`src/verilog/pstl_consts.svh`:
```
// constants of the phase selective trip logic: offsets, fields, counts
`ifndef PSTL_CONSTS_SVH
`define PSTL_CONSTS_SVH

// ==========================================================
// register byte offsets
`define PSTL_REG_CTRL      12'h000
`define PSTL_REG_PULSE     12'h004
`define PSTL_REG_EVOLVE    12'h008
`define PSTL_REG_LIVE      12'h00C
`define PSTL_REG_IRQ_STAT  12'h010
`define PSTL_REG_IRQ_MASK  12'h014

// ==========================================================
// reset values and limits, milliseconds
`define PSTL_PULSE_RST     16'h0096
`define PSTL_EVOLVE_RST    16'h03E8
`define PSTL_TIME_MIN      16'h0032
`define PSTL_TIME_MAX      16'hEA60

// ==========================================================
// millisecond tick: time in ns over clock period in ns
`define PSTL_TICK_NS       1000000
`define PSTL_CLK_NS        40
`define PSTL_TICK_CYC      (`PSTL_TICK_NS / `PSTL_CLK_NS)

// ==========================================================
// status field positions: live and interrupt registers
`define PSTL_BIT_TRIP_A    0
`define PSTL_BIT_TRIP_B    1
`define PSTL_BIT_TRIP_C    2
`define PSTL_BIT_ANY       3
`define PSTL_BIT_ALL3      4

`endif

```
`src/verilog/pstl_pkg.sv`:
```
// types of the phase selective trip logic
package pstl_pkg;

	// ==========================================================
	// operating mode setting
	typedef enum logic [1:0] {
		PSTL_OFF   = 2'h0,
		PSTL_THREE = 2'h1,
		PSTL_MIXED = 2'h2
	} pstl_mode_e;

	// ==========================================================
	// trip request bundle from the protection functions
	typedef struct packed {
		logic singlePhaseRequest;
		logic allPhaseRequest;
		logic phaseARequest;
		logic phaseBRequest;
		logic phaseCRequest;
		logic forceAllPhases;
		logic block;
	} pstl_req_s;

	// ==========================================================
	// decided trip outputs
	typedef struct packed {
		logic allPhaseTrip;
		logic anyTripOut;
		logic phaseCTripOut;
		logic phaseBTripOut;
		logic phaseATripOut;
	} pstl_trip_s;

	// ==========================================================
	// all module state
	typedef struct packed {
		pstl_req_s  reqMeta;
		pstl_req_s  reqSync;
		pstl_mode_e mode;
		logic [15:0] pulseMs;
		logic [15:0] evolveMs;
		logic [4:0]  irqStat;
		logic [4:0]  irqMask;
		logic [15:0] tickCnt;
		logic        tick;
		logic [15:0] pulseCnt;
		logic [15:0] evolveCnt;
		logic        evolveOpen;
		pstl_trip_s  trip;
		logic        irq;
		logic        pready;
		logic [31:0] prdata;
		logic        pslverr;
	} pstl_state_s;

endpackage

```
`src/verilog/phase_trip_decider.sv`:
```
// phase selective trip decider with apb settings and trip events
//
// The address map and the APB slave port are this design's own decisions.
`timescale 1ns/100ps
`include "pstl_consts.svh"

// Overview of operation
// - every asserted trip held at least the programmed minimum pulse, unless block or off mode ends it
// - two requested phases pull in the third, giving three-phase trip
// - force input turns a single-phase request into three-phase trip; a held pulse with no request keeps its phases
// - fault inside evolving window after a trip trips all three phases
// - mode off, three-phase only or mixed; off after reset
// - block input holds every trip output inactive
// - single-phase request trips the phases named by phase requests
// - three-phase request trips all three phases together
// - one trip output per phase shows the decided command
// - general trip high for any single or three-phase trip
// - three-phase output high only when all three phases trip
// - each edge of phase or general trip raises an event
// - live value of all five trip outputs is readable
module phase_trip_decider (
	input  wire logic             core_clk,
	input  wire logic             srst,
	input  wire pstl_pkg::pstl_req_s reqIn,
	input  wire logic             psel,
	input  wire logic             penable,
	input  wire logic             pwrite,
	input  wire logic [11:0]      paddr,
	input  wire logic [31:0]      pwdata,
	output logic                  pready,
	output logic [31:0]           prdata,
	output logic                  pslverr,
	output pstl_pkg::pstl_trip_s  tripOut,
	output logic                  irq
);

	pstl_pkg::pstl_state_s s_q;
	pstl_pkg::pstl_state_s s_d;

	// ==========================================================
	// helpers
	// clamp a written time to the legal setting range
	function automatic logic [15:0] clampMs(input logic [31:0] v);
		if (v[15:0] < `PSTL_TIME_MIN || v[31:16] != 16'h0000) begin
			clampMs = (v[31:16] != 16'h0000) ? `PSTL_TIME_MAX
				: `PSTL_TIME_MIN;
		end else if (v[15:0] > `PSTL_TIME_MAX) begin
			clampMs = `PSTL_TIME_MAX;
		end else begin
			clampMs = v[15:0];
		end
	endfunction

	// trip vector packed into the five-bit status layout
	function automatic logic [4:0] tripBits(input pstl_pkg::pstl_trip_s t);
		tripBits = t;
	endfunction

	// one-hot register select shared by read and write paths;
	// zero means the offset is unmapped and the access is refused
	function automatic logic [5:0] regSel(input logic [11:0] a);
		regSel = 6'h00;
		if (a == `PSTL_REG_CTRL) begin
			regSel = 6'h01;
		end else if (a == `PSTL_REG_PULSE) begin
			regSel = 6'h02;
		end else if (a == `PSTL_REG_EVOLVE) begin
			regSel = 6'h04;
		end else if (a == `PSTL_REG_LIVE) begin
			regSel = 6'h08;
		end else if (a == `PSTL_REG_IRQ_STAT) begin
			regSel = 6'h10;
		end else if (a == `PSTL_REG_IRQ_MASK) begin
			regSel = 6'h20;
		end
	endfunction

	// ==========================================================
	// next state
	always_comb begin
		logic       ra;
		logic       rb;
		logic       rc;
		logic       anyReq;
		logic       two;
		logic       go3;
		logic       hold;
		logic [2:0] ph;
		logic [4:0] evt;
		logic       wr;
		logic       acc;
		logic [5:0] sel;
		logic [31:0] rdat;
		pstl_pkg::pstl_trip_s nt;
		ra = 1'b0;
		rb = 1'b0;
		rc = 1'b0;
		anyReq = 1'b0;
		two = 1'b0;
		go3 = 1'b0;
		hold = 1'b0;
		ph = 3'h0;
		evt = 5'h00;
		nt = '0;
		wr = 1'b0;
		acc = 1'b0;
		sel = 6'h00;
		rdat = 32'h00000000;
		s_d = s_q;

		// pin inputs pass two flip-flops before use
		s_d.reqMeta = reqIn;
		s_d.reqSync = s_q.reqMeta;

		// millisecond tick divider
		s_d.tick = 1'b0;
		if (s_q.tickCnt == 16'(`PSTL_TICK_CYC - 1)) begin
			s_d.tickCnt = 16'h0000;
			s_d.tick = 1'b1;
		end else begin
			s_d.tickCnt = s_q.tickCnt + 16'h0001;
		end

		// request decoding; phase selects come from the requester
		ra = s_q.reqSync.singlePhaseRequest & s_q.reqSync.phaseARequest;
		rb = s_q.reqSync.singlePhaseRequest & s_q.reqSync.phaseBRequest;
		rc = s_q.reqSync.singlePhaseRequest & s_q.reqSync.phaseCRequest;
		anyReq = ra | rb | rc | s_q.reqSync.allPhaseRequest;
		two = (ra & rb) | (ra & rc) | (rb & rc);
		go3 = s_q.reqSync.allPhaseRequest
			| two
			| s_q.reqSync.forceAllPhases
			| (s_q.evolveOpen & ~s_q.trip.anyTripOut)
			| (s_q.mode == pstl_pkg::PSTL_THREE);
		ph = go3 ? 3'h7 : {rc, rb, ra};
		if (!anyReq) begin
			ph = 3'h0;
		end

		// pulse stretch: hold the latched phases until the minimum elapses
		hold = s_q.trip.anyTripOut && s_q.pulseCnt < s_q.pulseMs;
		nt.phaseATripOut = ph[0] | (hold & s_q.trip.phaseATripOut);
		nt.phaseBTripOut = ph[1] | (hold & s_q.trip.phaseBTripOut);
		nt.phaseCTripOut = ph[2] | (hold & s_q.trip.phaseCTripOut);
		// off mode or block kills every output; block wins over the pulse
		if (s_q.mode == pstl_pkg::PSTL_OFF
			|| s_q.reqSync.block) begin
			nt = '0;
		end
		nt.anyTripOut = nt.phaseATripOut | nt.phaseBTripOut
			| nt.phaseCTripOut;
		nt.allPhaseTrip = nt.phaseATripOut & nt.phaseBTripOut
			& nt.phaseCTripOut;
		s_d.trip = nt;

		// pulse counter held at zero while any request is present
		if (!nt.anyTripOut || anyReq) begin
			s_d.pulseCnt = 16'h0000;
		end else if (s_q.tick && s_q.pulseCnt != 16'hFFFF) begin
			s_d.pulseCnt = s_q.pulseCnt + 16'h0001;
		end

		// evolving window opens when a trip ends, closes after its time
		if (nt.anyTripOut) begin
			s_d.evolveOpen = 1'b0;
			s_d.evolveCnt = 16'h0000;
		end else if (s_q.trip.anyTripOut) begin
			s_d.evolveOpen = 1'b1;
			s_d.evolveCnt = 16'h0000;
		end else if (s_q.evolveOpen && s_q.tick) begin
			s_d.evolveCnt = s_q.evolveCnt + 16'h0001;
			if (s_q.evolveCnt + 16'h0001 >= s_q.evolveMs) begin
				s_d.evolveOpen = 1'b0;
			end
		end
		// events on any edge of phase or general trip
		evt = tripBits(nt) ^ tripBits(s_q.trip);
		evt[`PSTL_BIT_ALL3] = 1'b0;

		// apb slave: one wait state; the answer is registered at the
		// first access edge, but a write lands only at the edge that
		// completes the transfer, so no setting changes before the
		// master has seen ready
		sel = regSel(paddr);
		acc = psel & penable & ~s_q.pready;
		wr = psel & penable & pwrite & s_q.pready;
		if (sel[0]) begin
			rdat = {30'h0, s_q.mode};
		end else if (sel[1]) begin
			rdat = {16'h0000, s_q.pulseMs};
		end else if (sel[2]) begin
			rdat = {16'h0000, s_q.evolveMs};
		end else if (sel[3]) begin
			rdat = {27'h0, tripBits(s_q.trip)};
		end else if (sel[4]) begin
			rdat = {27'h0, s_q.irqStat};
		end else if (sel[5]) begin
			rdat = {27'h0, s_q.irqMask};
		end
		s_d.pready = acc;
		s_d.pslverr = acc & (sel == 6'h00);
		s_d.prdata = (acc & ~pwrite) ? rdat : 32'h00000000;
		// live status is read-only: a write to it is dropped quietly
		if (wr) begin
			if (sel[0]) begin
				s_d.mode = (pwdata[1:0] == 2'h3) ? pstl_pkg::PSTL_OFF
					: pstl_pkg::pstl_mode_e'(pwdata[1:0]);
			end else if (sel[1]) begin
				s_d.pulseMs = clampMs(pwdata);
			end else if (sel[2]) begin
				s_d.evolveMs = clampMs(pwdata);
			end else if (sel[4]) begin
				s_d.irqStat = s_q.irqStat & ~pwdata[4:0];
			end else if (sel[5]) begin
				s_d.irqMask = pwdata[4:0];
			end
		end
		// set wins over a simultaneous clear
		s_d.irqStat = s_d.irqStat | evt;
		s_d.irq = |(s_d.irqStat & s_d.irqMask);

		// synchronous reset
		if (srst) begin
			s_d = '0;
			s_d.mode = pstl_pkg::PSTL_OFF;
			s_d.pulseMs = `PSTL_PULSE_RST;
			s_d.evolveMs = `PSTL_EVOLVE_RST;
		end
	end

	// ==========================================================
	// state register
	always_ff @(posedge core_clk) begin
		s_q <= s_d;
	end

	// outputs come straight from the state flip-flops
	assign tripOut = s_q.trip;
	assign irq     = s_q.irq;
	assign pready  = s_q.pready;
	assign prdata  = s_q.prdata;
	assign pslverr = s_q.pslverr;

endmodule

```
`config.mk`:
```
export PLATFORM = sky130hd
export DESIGN_NAME = phase_trip_decider
export DESIGN_NICKNAME = d
export VERILOG_FILES = /design/src/verilog/pstl_pkg.sv /design/src/verilog/phase_trip_decider.sv
export VERILOG_INCLUDE_DIRS = /design/src /design/src/verilog
export SDC_FILE = /design/constraint.sdc
export NUM_CORES = 1
export LEC_CHECK = 0
export ABC_CLOCK_PERIOD_IN_PS = 3100
export BUFFER_PORTS_ARGS = -buffer_cell sky130_fd_sc_hd__buf_4
export CORE_MARGIN = 4
export CORE_UTILIZATION = 35
export DETAILED_ROUTE_END_ITERATION = 8
export HOLD_SLACK_MARGIN = 0.02
export PLACE_DENSITY = 0.58
export SYNTH_ARGS = -nofsm -noshare
export SYNTH_HDL_FRONTEND = slang
export SYNTH_SLANG_ARGS = --single-unit
export TNS_END_PERCENT = 30
```
`constraint.sdc`:
```
create_clock -name core_clk -period 3.1 [get_ports core_clk]
set_input_delay 0.465 -clock core_clk [delete_from_list [all_inputs] [get_ports core_clk]]
set_output_delay 0.465 -clock core_clk [all_outputs]
set_load 0.02 [all_outputs]
```
==> results.py <==
metrics = {
    "synthesis": {
        "synth-adder-area-share_pct": 6.35,
        "synthSimpleGateAreaFrac_pct": 24.4,
        "synth_mux_area_share_pct": 1.79,
        "syn_area_mm2": 0.00670,
        "synth_compound_area_share_pct": 12.5,
        "synth_area_leaders": "dfxtp_1, nor2_1, ha_1, xor2_1, buf_4",
        "async_flop_share_pct": 0,
        "avgSynthCellArea_um2": 8.40,
        "syn_inst": 798,
        "yosysTopAreaCellShare_pct": 39.4,
        "synth_top_family_by_area": "simple AND/OR/NAND/NOR gates",
        "synth-xor-area-share_pct": 7.32,
        "ys_warn_count": 0,
        "synth_edf_count": 0,
        "synth-main-ff-cell": "dfxtp_1",
        "ys_ff_latch": 132,
        "synth_top_area_cell": "dfxtp_1",
        "ys_seq_area_share_pct": 39.4,
        "ys_types": 51,
    },
    "job": {
        "maxCapViolations": 0,
    },
    "cells_and_area": {
        "nets": 950,
        "layout-drive-gt1-share_pct": 15.4,
        "nFillCells": 1890,
        "mostFrequentLayoutCell": "dfxtp_1",
        "utilization_pct": 42.0,
        "n_antenna_cell": 0,
        "final_cell_mix": "dfxtp_1, nor2_1, buf_4",
        "fin_cells": 1106,
        "syn2layout_area_growth_pct": 17.7,
    },
    "place": {
        "place_inst": 1075,
        "pre_cts_ws_ps": 267,
        "port-buffer-count": 79,
        "dpl.hpwl_um": 12300,
        "place.gp.congestion": 0.823,
    },
    "setup_path": {
        "crit_end": "s_q[40]",
        "worst_setup_path_end_kind": "flop",
        "r2r-end": "s_q[40]",
        "criticalPathCategory": "flop to flop",
        "ff2ff_path_depth": 11,
        "cp.depth": 11,
        "reg2reg_from": "s_q[41]",
        "crit_buf_inv": 0,
        "crit_fanout": 4,
        "regToRegSetupSlack_ps": 340,
        "worstPathRequired_ps": 3400,
        "startpoint": "s_q[41]",
        "cp_top_family": "simple AND/OR/NAND/NOR gates",
        "slowest_stage": "nor4_1",
        "crit_arrival_ps": 3060,
        "start_kind": "flop",
        "critical_path.max_stage_delay_ps": 430,
        "crit_chain": "ha_1 > nand3_1 > nor4_1 > nand3_1 > nor2_1 > xor2_1 > ha_1 > nor2b_1 > o21ai_0 > a311oi_1 > a2111oi_0",
    },
    "grt": {
        "grt_util_all_layers_pct": 15.2,
        "antenna_found_initial": 1,
        "grt_pass1_vias": 5217,
        "grt_start_max_net_pins": 40,
        "grt_pass1_wl_um": 26600,
        "grt-ovfl-total": 0,
    },
    "floorplan": {
        "die_y_um": 146,
        "io_pins": 96,
        "fp.dieW_um": 146,
        "rows": 50,
        "core_mm2": 0.0188,
        "initial_core_util_pct": 35.7,
        "die_area_mm2": 0.0214,
    },
    "drt": {
        "ant_nets": 0,
        "postRouteWirelength_um": 16100,
        "vias": 5478,
        "wire_per_inst_um": 14.5,
        "dr.pass1.iters": 5,
        "viasPerCell": 4.95,
        "route.detailed.drc": 0,
        "drt_iter0_markers": 305,
    },
    "clock_network": {
        "cts_setup_buffers": 0,
        "hold_buffers": 0,
        "clock_sinks": 132,
        "cts_root_buf": "clkbuf_16",
        "worstSkewPairLatency_ps": 410,
        "htree_levels": 4,
        "cts_tree": "yes",
        "clock_path_buffers": 2,
        "clk_pin_slew_worst_paths_ps": 60,
        "numCtsBuffers": 17,
        "cts_resized": 0,
    },
    "power_and_ir_drop": {
        "power.switching_mw": 0.817,
        "p_comb_share_pct": 4.4,
        "clkPwrFrac_pct": 49.5,
        "powerDensity_mw_per_mm2": 473,
        "p_leak_nw": 3.17,
        "netSwitchingFraction_pct": 21.9,
        "seq_power_share_pct": 46.1,
        "p_int_mw": 2.92,
        "vdd.ir_drop.worst_v": 0.000354,
    },
    "sta": {
        "rsz0062_at_grt": "no",
        "finClkSkew_ps": 8.42,
        "fin_ws_ps": 335,
        "finalHoldViolations": 0,
        "slew_headroom_pct": 59.1,
        "max_slew.worst_pin.slew_ps": 614,
        "whs_ps": 270,
        "drv_slew": 0,
        "fin_crit_sh_pct": 89.2,
        "fmax_ghz": 0.362,
        "setup-violations-final": 0,
        "tns_ps": 0,
        "fin_crit_ps": 2760,
    },
    "min_path": {
        "worstHoldPathType": "primary input to flop",
        "worstHoldPathCells": 2,
    },
    "outcome": {
        "run_status": "complete, no violations",
    },
}
==> metal layers <==
metal  part of all wire [%]  track usage (%)
met5                      0                0
met4                    1.8             4.84
met3                    4.8             4.31
met2                     47             24.4
met1                     46             19.9
==> state kept, by name, indices dropped and copies added (netlist names) <==
register and cells:
irq 1, prdata 16, pready 1, pslverr 1, s_q 108, tripOut 5
==> through the flow <==
step                power, mW  instance area [um2]
CTS                      3.78                 7890
global placement         1.92                 7340
global route             3.87                 7890
finish                   3.73                 7890
floorplan                1.85                 6760
detailed placement       1.92                 7340
==> synth_stat cells, types with 16 or more instances <==
| cell type | n |
|---|---|
| ha_1 | 34 |
| nand3_1 | 31 |
| nor2_1 | 123 |
| clkbuf_1 | 19 |
| buf_4 | 39 |
| nor2b_1 | 29 |
| nand4_1 | 16 |
| xor2_1 | 34 |
| a21oi_1 | 39 |
| xnor2_1 | 22 |
| nand2_1 | 58 |
| a22oi_1 | 18 |
| inv_1 | 38 |
| dfxtp_1 | 132 |
==> final cells by class <==
class                   count  area, um2  area share [%]
clock inverters            10       83.8            1.06
flip-flops and latches    132       2640            33.5
inverters                  38        143            1.81
well taps                 234        293            3.71
clock buffers              21        460            5.84
multi-input cells         578       3570            45.2
repair buffers             93        698            8.85
==> kinds of logic after synthesis <==
| kind of cell | Yosys count |
|---|---|
| other | 1 |
| adders and majority gates | 34 |
| and+or+nand+nor | 336 |
| AOI/OAI and AO/OA | 124 |
| xor gates and xnor gates | 56 |
| muxes | 12 |
| DFF | 132 |
| buffers and inverters | 103 |
==> worst min-delay path by stage <==
stage | from | end | slack, ps
floorplan | s_q[141] | s_q[134] | 410
global placement | s_q[146] | s_q[139] | 420
detailed placement | s_q[144] | s_q[137] | 420
CTS | reqIn[0] | s_q[141] | 250
global route | reqIn[2] | s_q[143] | 270
finish | reqIn[5] | s_q[146] | 270
==> power by group through the flow <==
stage / clock network [mW] / logic, mW / registers [mW]
after global routing: 1.97 / 0.180 / 1.72
after floorplan: 0 / 0.0931 / 1.76
after detailed placement: 0 / 0.165 / 1.76
after CTS: 1.89 / 0.165 / 1.72
after global placement: 0 / 0.165 / 1.76
final: 1.85 / 0.164 / 1.72
Power figures use the tool's default switching activity.
